### src/design/csr_pkg.sv
// Purpose: constants and carriers for the core special register block
// Assumes: 12-bit data address {sector, location}, 8-bit data
// Notes:   sector 0 special register locations and status bit positions
package csr_pkg;
  localparam int unsigned CSR_DW  = 8;
  localparam int unsigned CSR_AW  = 12;
  localparam int unsigned CSR_PW  = 13;
  localparam logic [7:0] CSR_LOC_IP0  = 8'h00;
  localparam logic [7:0] CSR_LOC_P0   = 8'h01;
  localparam logic [7:0] CSR_LOC_IP1  = 8'h02;
  localparam logic [7:0] CSR_LOC_P1L  = 8'h03;
  localparam logic [7:0] CSR_LOC_P1H  = 8'h04;
  localparam logic [7:0] CSR_LOC_ACC  = 8'h05;
  localparam logic [7:0] CSR_LOC_PCL  = 8'h06;
  localparam logic [7:0] CSR_LOC_TBL  = 8'h07;
  localparam logic [7:0] CSR_LOC_TBR  = 8'h08;
  localparam logic [7:0] CSR_LOC_TBH  = 8'h09;
  localparam logic [7:0] CSR_LOC_STAT = 8'h0A;
  localparam logic [7:0] CSR_LOC_CBS  = 8'h0B;
  localparam logic [7:0] CSR_LOC_IP2  = 8'h0C;
  localparam logic [7:0] CSR_LOC_P2L  = 8'h0D;
  localparam logic [7:0] CSR_LOC_P2H  = 8'h0E;
  localparam logic [3:0] CSR_SEC0     = 4'h0;
  localparam logic [7:0] CSR_ZERO     = 8'h00;
  localparam logic [7:0] CSR_CBS_RST  = 8'h00;
  localparam logic [7:0] CSR_STAT_RST = 8'h00;
  localparam logic [7:0] CSR_STAT_WMSK = 8'hCF;
  localparam int unsigned CSR_B_C  = 0;
  localparam int unsigned CSR_B_HC = 1;
  localparam int unsigned CSR_B_Z  = 2;
  localparam int unsigned CSR_B_SW = 3;
  localparam int unsigned CSR_B_PD = 4;
  localparam int unsigned CSR_B_WE = 5;
  localparam int unsigned CSR_B_CZ = 6;
  localparam int unsigned CSR_B_SX = 7;

  // alu flag update request carried from execution
  typedef struct packed {
    logic       upd;
    logic       arith;
    logic       sub;
    logic       chain_sub;
    logic       plain_sub;
    logic       rot_c;
    logic       rot_cval;
    logic [7:0] res;
    logic       c_out;
    logic       c_in7;
    logic       hc_out;
  } csr_alu_s;

  // one data memory access from the instruction decoder
  typedef struct packed {
    logic        rd;
    logic        wr;
    logic        ext;
    logic [11:0] addr;
    logic [7:0]  wdata;
  } csr_acc_s;
endpackage

### src/design/csr_core.sv
// Purpose: special registers, indirect access, status flags, table read
// Assumes: one access per cycle; memory answers reads in the same cycle
// Notes:   work register is the only register-to-register path
// How it works
// - indirect port accesses go to the address held in the pointer
// - indirect port 0 with its pointer reaches sector 0 only
// - ports 1 and 2 use high pointer as sector, low as location
// - indirect port reached through a pointer reads zero, write ignored
// - the five pointers are plain read/write registers
// - extended accesses address any sector directly
// - extended address operand carries twelve bits
// - code bank bit selects program bank for jumps and calls
// - bank register bits 7..1 read zero, bank bit resets to zero
// - no memory-to-memory move; data passes the work register
// - writing counter low byte jumps within current page
// - such a jump inserts one dummy cycle
// - table read: high byte to result register, low byte to target
// - status writes leave watchdog and powerdown flags alone
// - watchdog flag set by timeout, cleared by wdt clear or sleep
// - powerdown flag set by sleep, cleared by wdt clear
// - carry set on carry out or no borrow; rotates update it
// - half carry set on low nibble carry or no nibble borrow
// - zero flag set when result is zero
// - signed wrap when carry into msb differs from carry out
// - sign xor flag is wrap flag xor result msb
// - plain subtracts copy zero flag into chained zero flag
// - status is never pushed on call or interrupt entry
module csr_core
  import csr_pkg::*;
(
  // clock and reset
  input  wire logic               mclk,
  input  wire logic               srst,
  // data access from execution
  input  wire csr_acc_s           acc_req,
  output logic [CSR_DW-1:0]       acc_rdata,
  // general data memory
  output logic                    mem_rd,
  output logic                    mem_wr,
  output logic [CSR_AW-1:0]       mem_addr,
  output logic [CSR_DW-1:0]       mem_wdata,
  input  wire logic [CSR_DW-1:0]  mem_rdata,
  // work register load from alu
  input  wire logic               alu_wr,
  input  wire logic [CSR_DW-1:0]  alu_res,
  output logic [CSR_DW-1:0]       work_q,
  // flags
  input  wire csr_alu_s           alu_flag,
  input  wire logic               wdt_timeout,
  input  wire logic               wdt_clear_instr,
  input  wire logic               sleep_instr,
  output logic [CSR_DW-1:0]       status_q,
  // program counter
  input  wire logic [CSR_PW-1:0]  pc_cur,
  output logic                    pc_jump,
  output logic [CSR_PW-1:0]       pc_target,
  output logic                    dummy_cycle,
  output logic                    code_bank,
  // table read
  input  wire logic               tbl_rd,
  output logic [15:0]             tbl_addr,
  input  wire logic [15:0]        tbl_word,
  output logic [CSR_DW-1:0]       tbl_low
);

  logic [7:0] p0_r, p0_nxt, p1l_r, p1l_nxt, p1h_r, p1h_nxt;
  logic [7:0] p2l_r, p2l_nxt, p2h_r, p2h_nxt, acc_r, acc_nxt;
  logic [7:0] tbl_r, tbl_nxt, tbh_r, tbh_nxt, tbr_r, tbr_nxt;
  logic [7:0] stat_r, stat_nxt, cbs_r, cbs_nxt, tlo_r, tlo_nxt;
  logic       dmy_r, dmy_nxt;
  logic [11:0] eff;
  logic        via_ptr;
  logic        loc_special;

  function automatic logic is_iport(input logic [11:0] a);
    is_iport = (a[11:8] == CSR_SEC0) &&
               (a[7:0] == CSR_LOC_IP0 || a[7:0] == CSR_LOC_IP1 || a[7:0] == CSR_LOC_IP2);
  endfunction

  // address resolution; pointer targets are final, never chased again
  always_comb
  begin
    eff = acc_req.ext ? acc_req.addr : {CSR_SEC0, acc_req.addr[7:0]};
    via_ptr = 1'b0;
    if (is_iport(eff))
    begin
      via_ptr = 1'b1;
      case (eff[7:0])
        CSR_LOC_IP0: eff = {CSR_SEC0, p0_r};
        CSR_LOC_IP1: eff = {p1h_r[3:0], p1l_r};
        default:     eff = {p2h_r[3:0], p2l_r};
      endcase
    end
    loc_special = (eff[11:8] == CSR_SEC0) && (eff[7:0] <= CSR_LOC_P2H);
  end

  // read mux and memory strobes
  always_comb
  begin
    acc_rdata = CSR_ZERO;
    mem_rd    = 1'b0;
    mem_wr    = 1'b0;
    mem_addr  = eff;
    mem_wdata = acc_req.wdata;
    if (via_ptr && is_iport(eff))
      acc_rdata = CSR_ZERO;
    else if (loc_special)
    begin
      case (eff[7:0])
        CSR_LOC_P0:   acc_rdata = p0_r;
        CSR_LOC_P1L:  acc_rdata = p1l_r;
        CSR_LOC_P1H:  acc_rdata = p1h_r;
        CSR_LOC_P2L:  acc_rdata = p2l_r;
        CSR_LOC_P2H:  acc_rdata = p2h_r;
        CSR_LOC_ACC:  acc_rdata = acc_r;
        CSR_LOC_PCL:  acc_rdata = pc_cur[7:0];
        CSR_LOC_TBL:  acc_rdata = tbl_r;
        CSR_LOC_TBR:  acc_rdata = tbr_r;
        CSR_LOC_TBH:  acc_rdata = tbh_r;
        CSR_LOC_STAT: acc_rdata = stat_r;
        CSR_LOC_CBS:  acc_rdata = cbs_r;
        default:      acc_rdata = CSR_ZERO;
      endcase
    end
    else
    begin
      mem_rd    = acc_req.rd;
      mem_wr    = acc_req.wr;
      acc_rdata = mem_rdata;
    end
  end

  // next state for special registers
  always_comb
  begin
    logic wr_sp;
    wr_sp    = acc_req.wr && loc_special && !(via_ptr && is_iport(eff));
    p0_nxt   = p0_r;
    p1l_nxt  = p1l_r;
    p1h_nxt  = p1h_r;
    p2l_nxt  = p2l_r;
    p2h_nxt  = p2h_r;
    acc_nxt  = acc_r;
    tbl_nxt  = tbl_r;
    tbh_nxt  = tbh_r;
    tbr_nxt  = tbr_r;
    stat_nxt = stat_r;
    cbs_nxt  = cbs_r;
    tlo_nxt  = tlo_r;
    pc_jump  = 1'b0;
    if (wr_sp)
    begin
      case (eff[7:0])
        CSR_LOC_P0:   p0_nxt  = acc_req.wdata;
        CSR_LOC_P1L:  p1l_nxt = acc_req.wdata;
        CSR_LOC_P1H:  p1h_nxt = acc_req.wdata;
        CSR_LOC_P2L:  p2l_nxt = acc_req.wdata;
        CSR_LOC_P2H:  p2h_nxt = acc_req.wdata;
        CSR_LOC_ACC:  acc_nxt = acc_req.wdata;
        CSR_LOC_PCL:  pc_jump = 1'b1;
        CSR_LOC_TBL:  tbl_nxt = acc_req.wdata;
        CSR_LOC_TBR:  tbr_nxt = acc_req.wdata;
        CSR_LOC_TBH:  tbh_nxt = acc_req.wdata;
        CSR_LOC_STAT: stat_nxt = (acc_req.wdata & CSR_STAT_WMSK) |
                                 (stat_r & ~CSR_STAT_WMSK);
        CSR_LOC_CBS:  cbs_nxt = {7'b0, acc_req.wdata[0]};
        default:      ;
      endcase
    end
    if (alu_wr)
      acc_nxt = alu_res;
    if (alu_flag.upd)
    begin
      stat_nxt[CSR_B_Z]  = (alu_flag.res == CSR_ZERO);
      if (alu_flag.arith)
      begin
        stat_nxt[CSR_B_C]  = alu_flag.c_out;
        stat_nxt[CSR_B_HC] = alu_flag.hc_out;
        stat_nxt[CSR_B_SW] = alu_flag.c_in7 ^ alu_flag.c_out;
        stat_nxt[CSR_B_SX] = stat_nxt[CSR_B_SW] ^ alu_flag.res[7];
        // chain qualifiers only count on a subtract, other arithmetic leaves it alone
        if (alu_flag.sub && alu_flag.plain_sub)
          stat_nxt[CSR_B_CZ] = stat_nxt[CSR_B_Z];
        else if (alu_flag.sub && alu_flag.chain_sub)
          stat_nxt[CSR_B_CZ] = stat_r[CSR_B_CZ] & stat_nxt[CSR_B_Z];
      end
      if (alu_flag.rot_c)
        stat_nxt[CSR_B_C] = alu_flag.rot_cval;
    end
    // clears first so a same-cycle set wins
    if (wdt_clear_instr)
    begin
      stat_nxt[CSR_B_WE] = 1'b0;
      stat_nxt[CSR_B_PD] = 1'b0;
    end
    if (sleep_instr)
    begin
      stat_nxt[CSR_B_WE] = 1'b0;
      stat_nxt[CSR_B_PD] = 1'b1;
    end
    if (wdt_timeout)
      stat_nxt[CSR_B_WE] = 1'b1;
    if (tbl_rd)
    begin
      tbr_nxt = tbl_word[15:8];
      tlo_nxt = tbl_word[7:0];
    end
    dmy_nxt = pc_jump;
  end

  // registers; status is held here only, nothing stacks it
  always_ff @(posedge mclk)
  begin
    if (srst)
    begin
      p0_r <= CSR_ZERO;
      p1l_r <= CSR_ZERO;
      p1h_r <= CSR_ZERO;
      p2l_r <= CSR_ZERO;
      p2h_r <= CSR_ZERO;
      acc_r <= CSR_ZERO;
      tbl_r <= CSR_ZERO;
      tbh_r <= CSR_ZERO;
      tbr_r <= CSR_ZERO;
      stat_r <= CSR_STAT_RST;
      cbs_r <= CSR_CBS_RST;
      tlo_r <= CSR_ZERO;
      dmy_r <= 1'b0;
    end
    else
    begin
      p0_r <= p0_nxt;
      p1l_r <= p1l_nxt;
      p1h_r <= p1h_nxt;
      p2l_r <= p2l_nxt;
      p2h_r <= p2h_nxt;
      acc_r <= acc_nxt;
      tbl_r <= tbl_nxt;
      tbh_r <= tbh_nxt;
      tbr_r <= tbr_nxt;
      stat_r <= stat_nxt;
      cbs_r <= cbs_nxt;
      tlo_r <= tlo_nxt;
      dmy_r <= dmy_nxt;
    end
  end

  // page kept from current counter, only low byte replaced
  assign pc_target   = {pc_cur[CSR_PW-1:8], acc_req.wdata};
  assign dummy_cycle = dmy_r;
  assign code_bank   = cbs_r[0];
  assign tbl_addr    = {tbh_r, tbl_r};
  assign tbl_low     = tlo_r;
  assign work_q      = acc_r;
  assign status_q    = stat_r;

  // checks on flags, routing and register behaviour
  AST_SLEEP_PD: assert property (@(posedge mclk) disable iff (srst)
    sleep_instr && !wdt_timeout |=> status_q[CSR_B_PD] && !status_q[CSR_B_WE])
    else $error("sleep did not set powerdown");
  AST_TIMEOUT: assert property (@(posedge mclk) disable iff (srst)
    wdt_timeout |=> status_q[CSR_B_WE])
    else $error("timeout lost");
  AST_DUMMY: assert property (@(posedge mclk) disable iff (srst)
    pc_jump |=> dummy_cycle ##1 (!dummy_cycle || $past(pc_jump)))
    else $error("no dummy cycle after jump");
  AST_BANK_HI: assert property (@(posedge mclk) disable iff (srst)
    cbs_r[7:1] == 7'b0)
    else $error("bank upper bits set");
  AST_TBL: assert property (@(posedge mclk) disable iff (srst)
    tbl_rd |=> {tbr_r, tbl_low} == $past(tbl_word))
    else $error("table result wrong");
  AST_NESTED: assert property (@(posedge mclk) disable iff (srst)
    via_ptr && is_iport(eff) |-> acc_rdata == CSR_ZERO && !mem_wr)
    else $error("nested port access leaked");
  AST_P0_SEC: assert property (@(posedge mclk) disable iff (srst)
    !acc_req.ext && acc_req.addr[7:0] == CSR_LOC_IP0 |-> eff[11:8] == CSR_SEC0)
    else $error("port 0 left sector 0");
  AST_STAT_PROT: assert property (@(posedge mclk) disable iff (srst)
    !wdt_timeout && !wdt_clear_instr && !sleep_instr |=>
    $stable(status_q[CSR_B_PD]) && $stable(status_q[CSR_B_WE]))
    else $error("protected flag changed");
  AST_PAGE: assert property (@(posedge mclk) disable iff (srst)
    pc_jump |-> pc_target[CSR_PW-1:8] == pc_cur[CSR_PW-1:8])
    else $error("jump left page");
  AST_BANK_WR: assert property (@(posedge mclk) disable iff (srst)
    acc_req.wr && !acc_req.ext && acc_req.addr[7:0] == CSR_LOC_CBS |-> cbs_nxt[0] == acc_req.wdata[0])
    else $error("bank bit not taken");
  AST_WORK_LOAD: assert property (@(posedge mclk) disable iff (srst)
    alu_wr |=> work_q == $past(alu_res))
    else $error("work register not loaded");
  AST_IP0_ROUTE: assert property (@(posedge mclk) disable iff (srst)
    !acc_req.ext && acc_req.addr[7:0] == CSR_LOC_IP0 && p0_r > CSR_LOC_P2H |->
    mem_addr == {CSR_SEC0, p0_r} && mem_wr == acc_req.wr)
    else $error("port 0 not redirected");
  AST_IP1_ROUTE: assert property (@(posedge mclk) disable iff (srst)
    !acc_req.ext && acc_req.addr[7:0] == CSR_LOC_IP1 && p1h_r[3:0] != CSR_SEC0 |->
    mem_addr == {p1h_r[3:0], p1l_r} && mem_rd == acc_req.rd)
    else $error("port 1 not redirected");
  AST_EXT_ADDR: assert property (@(posedge mclk) disable iff (srst)
    acc_req.ext && acc_req.addr[11:8] != CSR_SEC0 |-> mem_addr == acc_req.addr && mem_rd == acc_req.rd)
    else $error("extended address not passed");
  AST_CZ_PLAIN: assert property (@(posedge mclk) disable iff (srst)
    alu_flag.upd && alu_flag.arith && alu_flag.sub && alu_flag.plain_sub |=>
    status_q[CSR_B_CZ] == status_q[CSR_B_Z])
    else $error("chained zero differs on plain subtract");
endmodule

### config.mk
export PLATFORM = sky130hd
export DESIGN_NAME = csr_core
export DESIGN_NICKNAME = d
export VERILOG_FILES = /design/src/design/csr_pkg.sv /design/src/design/csr_core.sv
export SDC_FILE = /design/constraint.sdc
export NUM_CORES = 1
export LEC_CHECK = 0
export BUFFER_PORTS_ARGS = -buffer_cell sky130_fd_sc_hd__buf_4
export CAP_MARGIN = 40
export CORE_ASPECT_RATIO = 1.5
export CORE_UTILIZATION = 25
export DETAILED_ROUTE_END_ITERATION = 8
export GPL_TIMING_DRIVEN = 0
export PLACE_DENSITY = 0.47
export SKIP_CTS_REPAIR_TIMING = 1
export SLEW_MARGIN = 0
export SYNTH_ARGS = -nofsm -noshare
export SYNTH_HDL_FRONTEND = slang
export SYNTH_SLANG_ARGS = --single-unit
export TNS_END_PERCENT = 20
### constraint.sdc
create_clock -name mclk -period 4.15 [get_ports mclk]
set_clock_uncertainty 0.05 [all_clocks]
set_input_delay 0.6225 -clock mclk [delete_from_list [all_inputs] [get_ports mclk]]
set_output_delay 0.6225 -clock mclk [all_outputs]
set_load 0.01 [all_outputs]
; ---- Word-level counts from Yosys, hierarchy flattened
; Index checks and enable logic that the tools add are counted.
[classes]
n_lt_le_gt_ge = 1
eq_ne = 16
n_mux = 32
n_bitwise = 4
n_reduce_logical = 41
[ops]
columns = cell, n
row1 = 8-bit case mux with 12 select lines, 1
row2 = 8-bit 2-to-1 mux, 10
row3 = "8-bit by 4-bit == test with 1-bit output, second input constant", 8
row4 = "8-bit by 3-bit == test with 1-bit output, second input constant", 4
row5 = 2-bit AND reduction, 13
row6 = "8-bit by 2-bit == test with 1-bit output, second input constant", 3
row7 = 8-bit zero test, 3
row8 = 12-bit 2-to-1 mux, 2
row9 = 12-bit case mux with 2 select lines, 1
row10 = 1-bit 2-to-1 mux, 12
row11 = 2-bit nonzero test, 6
row12 = 2-bit 2-to-1 mux, 5
row13 = "8-bit by 1-bit == test with 1-bit output, second input constant", 1
row14 = "8-bit by 4-bit <= comparator with 1-bit output, second input constant", 1
row15 = 1-bit logical AND, 8
row16 = 4-bit zero test, 2
row17 = 8-bit by 6-bit OR with 8-bit output, 1
row18 = 4-bit nonzero test, 2
row19 = 3-bit nonzero test, 2
row20 = 1-bit logical OR, 4
row21 = 4-bit 2-to-1 mux, 1
row22 = 1-bit bitwise XOR, 2
row23 = 1-bit bitwise AND, 1
row24 = 1-bit zero test, 1
[word_totals]
regBits = 90
input_bits = 93
out_inout_bits = 86
word_cells = 110

; ---- Longest topological paths before layout
[depth]
ltp_word = 18
mapped_depth = 13
ltp_nobuf = 9

; ---- Least setup slack after synthesis
; No wires, ideal clock.
[synth_path]
path_kind = input -> output
startpoint = in acc_req[9] (netlist bit)
endpoint = out acc_rdata[0]
arrival_ns = 3.230
required_ns = 3.477
slack_ns = 0.248
cell_stages = 9
n_path_buf = 2
cell_sequence = clkbuf_1 > or4b_2 > o211ai_1 > a21oi_1 > inv_2 > buf_1 > o21ai_1 > or3_1 > o211ai_1
[synth_via]
elab_chain_len = 12
word_cells_on_any_way = 35
classes_between = order compare: 1 / eq/ne: 16 / mux: 7 / reduce/logical: 11
[synth_lines]
columns = element, line
row1 = from (decl), csr_core.sv:35  ; input wire csr_acc_s acc_req,
row2 = 12-bit 2-to-1 mux (*), csr_core.sv:83  ; eff = acc_req.ext ? acc_req.addr : {CSR_SEC0, acc_req.addr[7:0]};
row3 = 8-bit by 2-bit == test with 1-bit output / 8-bit zero test (equally long branches), "csr_core.sv:77, csr_core.sv:88"
row4 = 1-bit logical OR (2 in a row), csr_core.sv:77  ; (a[7:0] == CSR_LOC_IP0 || a[7:0] == CSR_LOC_IP1 || a[7:0] == CSR_LOC_IP2);
row5 = 1-bit logical AND, csr_core.sv:76  ; is_iport = (a[11:8] == CSR_SEC0) &&
row6 = 12-bit 2-to-1 mux (*), csr_core.sv:85  ; if (is_iport(eff))
row7 = net mem_addr[0], csr_core.sv:40  ; output logic [CSR_AW-1:0] mem_addr,
row8 = branches (longest 5 deep; another with 8-bit by 4-bit <= comparator with 1-bit output), --
row9 = 8-bit 2-to-1 mux (*), csr_core.sv:105  ; if (via_ptr && is_iport(eff))
row10 = to (decl), csr_core.sv:36  ; output logic [CSR_DW-1:0] acc_rdata,
; Mark *: on every way through the listed nets, which the timed path passes.

; ---- Final worst setup path
[layout_path]
startpoint = in acc_req[18] (netlist bit)
endpoint = out acc_rdata[6]
[layout_via]
elab_chain_len = 10
word_cells_on_any_way = 30
classes_between = order compare: 1 / eq/ne: 14 / mux: 6 / reduce/logical: 9
[layout_lines]
columns = element, line
row1 = 12-bit 2-to-1 mux (*), csr_core.sv:83
row2 = branches (longest 8 deep; another with 8-bit by 4-bit <= comparator with 1-bit output), --
row3 = 8-bit 2-to-1 mux (*), csr_core.sv:105
; Mark *: on every way between the ends.

==> summary.txt <==
Clocking
  • Root Buffer: clkbuf_16
  • Clk pin slew, worst setup/hold paths: 70 ps
  • Worst skew pair latency: 360 ps
  • Sinks on Clock Net: 90
  • Cts bufs inserted: 9
  • H-tree Lvls: 3
  • Max Root-Sink Buffers: 2
  • TritonCTS clock tree: done

Die
  • Row Count: 66
  • Core area: 21800 um2
  • Initial Util: 25.7%
  • DIE WIDTH: 124 um
  • Die Y: 185 um
  • Total die area: 23000 um2
  • Ports: between 150 and 200

STA
  • Final Cycle Share: 99.4%
  • WHS: 434 ps
  • Setup TNS: 0 ps
  • Max_slew headroom: 41.8%
  • Setup violators final: 0
  • Final Hold Fails: 0
  • Unrepaired setup endpoints after global routing: true
  • Slew of the pin with the lowest slew margin: about 870 ps
  • Fin crit period: a little over 4000 ps
  • FMAX: 243 MHz
  • Slew Viols, Final: 0

Setup path
  • Worst path bufs/invs: 5
  • CP max-delay cell: o41ai_4
  • CP top delay family: compound AO/OA/AOI/OAI gates
  • Crit end category: primary output
  • Crit path launch: acc_req[18]
  • Most used cell, CP: buf_4
  • Reg2reg start: p2l_r[5]
  • CP arrival: 3450 ps
  • Crit Path Class: input port to primary output
  • CP cell instances: buf_4 -> o41ai_4 -> o2111ai_4 -> buf_4 -> nor3_4 -> nor2_4 -> inv_2 -> clkbuf_4 -> nand3_1 -> a21oi_1 -> a211oi_1 -> a32oi_1 -> buf_4
  • Worst-path fanout max: 10
  • CP startpoint kind: input port
  • Max incr delay on CP: 420 ps
  • Req. time, crit path: 3480 ps

Pwr
  • Comb pwr share: about a fifth
  • Sequential share of power: between 40% and 50%
  • Sw power: 0.000628 W
  • Sw frac: 28.9%
  • Pint: 0.00155 W
  • P_leak: 3.38 nW
  • Peak supply drop: 0.165 mV
  • Power Density: 273 nW/um2
  • Clock network power share: 39.8%

Logic synthesis
  • Synth cell types: 79
  • Sequential fraction of the synthesis area: 32.2%
  • Post-Syn Instances: roughly 640
  • Ys async rst share: 0%
  • YS warnings: 0
  • Synth Net Count: 728
  • Avg Cell Area, Syn: 8.81 um2
  • Area of the mapped netlist: about 5600 um2
  • Top FF cell, synth: dfxtp_1
  • Post-synthesis register bit count: 90
  • Post-synth EDFFs: 0

Cells and area
  • Final nets: slightly above 900
  • Design area: 7960 um2
  • Util after Layout: 36.5%
  • Layout cells sized above 1: between 30% and 40%
  • Fillcell total: 2360
  • # diodes: 0
  • Synthesis-to-layout area growth: 42.3%

Global route
  • Vias in the first global route: around 5500
  • GRT overflow: 0
  • Initial antenna violation count: 0
  • Gr usage total: 20.7%
  • Largest net degree at the start of global routing: 17
  • First-pass GRT wire length: 34300 um

Routing
  • Total wire length: 24000 um
  • Metal2 WL: 12300 um
  • Topmost layer with routed signal wires: met4
  • Final ANT Viol Nets: 0
  • Wire length on met3: 1340 um
  • Wl on met1: 9480 um
  • Starting DRC count in detailed routing: 332
  • DR vias/cell: 5.14
  • DR pass1 iterations: 5
  • Vias: 5735
  • WL/cell: 21.5 um
  • Residual DRC: 0

Job
  • # Max-Cap Violations: 0

Min path
  • Hold Crit Start: wdt_timeout
  • Worst min-delay path category: input port to flip-flop

Outcome
  • Outcome: completed

Placed design
  • Cell area after placement: ~7000 um2
  • HPWL after DPL: 18400 um
  • Routability cong.: approximately 0.87
  • Number of port buffers: 162
## cell usage in the layout (no fill, tap or decap), types with 8 or more instances in the layout
cell,instances
a2111oi_2,16
nor2_1,83
nor3_1,25
buf_6,8
inv_1,23
a22oi_1,9
clkbuf_1,22
mux2i_1,84
buf_4,213
nor3b_1,18
buf_2,12
clkbuf_16,9
and3_1,12
a21oi_1,23
nand2_1,31
dfxtp_1,90
## power groups by stage
| stage | clock, W | combinational (W) | sequential, W |
|---|---|---|---|
| 2_1_floorplan | 0 | 0.000177 | 0.000921 |
| 3_3_place_gp | 0 | 0.000369 | 0.000925 |
| 3_5_place_dp | 0 | 0.000372 | 0.000924 |
| 4_1_cts | 0.000878 | 0.000373 | 0.000905 |
| 5_1_grt | 0.000909 | 0.000432 | 0.000906 |
| 6_report | 0.000865 | 0.000405 | 0.000905 |
## layout make-up
cell class | count | area [um2] | share of cell area [%]
buffer | 68 | 412 | 5.17
clock inverter | 6 | 73.8 | 0.927
tap | 272 | 340 | 4.27
inverter | 26 | 105 | 1.32
sequential | 90 | 1800 | 22.6
timing repair buffer | 193 | 1460 | 18.3
clock buffer | 10 | 229 | 2.88
multi-input combinational | 451 | 3540 | 44.5
## synth_stat cells, drive strengths merged (6+ instances only)
library cell / n / area, um2
dfxtp: 90 / 1800
nor2: 89 / 337
mux2i: 85 / 851
buf: 40 / 269
nand2: 31 / 116
nor3: 31 / 171
clkbuf: 28 / 105
inv: 26 / 97.6
a21oi: 24 / 120
a2111oi: 18 / 295
nor3b: 18 / 135
and3: 12 / 75.1
a22oi: 10 / 75.1
o21ai: 10 / 53.8
nor4: 9 / 86.3
a211oi: 8 / 70.1
nand3: 8 / 45.0
a31oi: 6 / 43.8
a32oi: 6 / 60.1
nand4: 6 / 43.8
## worst paths after layout
kind                                     end  slack (ps)  cells past startpoint
worst max-delay path            acc_rdata[6]          30                     13
worst min-delay path             status_q[5]         430                      3
worst max register to register      p2l_r[1]         820                     10
worst min register to register      p2h_r[5]         450                      2
## tightest hold or removal path, cell delays in order
cell and delay [ps]:
buf_4 80, a31oi_1 30, nor2_1 70
## routing by layer
| layer | GRT usage (%) | vias up |
|---|---|---|
| li1 | - | 2731 |
| met1 | 24.3 | 2729 |
| met2 | 37.0 | 233 |
| met3 | 2.37 | 42 |
| met4 | 8.71 | 0 |
| met5 | 0 | - |
## cells by family after synthesis
family / share of synthesized area [%]
XOR/XNOR: 0.313
buffers and inverters: 8.43
AO/OA/AOI/OAI: 21.8
multiplexers: 15.6
AND/OR/NAND/NOR: 21.7
flip-flops: 32.2
## through the flow
step	total power, W	cells	setup slack [ps]
2_1_floorplan	0.00110	635	248
3_3_place_gp	0.00129	1069	-1100
3_5_place_dp	0.00130	1071	-689
4_1_cts	0.00216	1087	-695
5_1_grt	0.00225	1116	-99.5
6_report	0.00217	1116	26.5
Power figures use the tool's default switching activity.
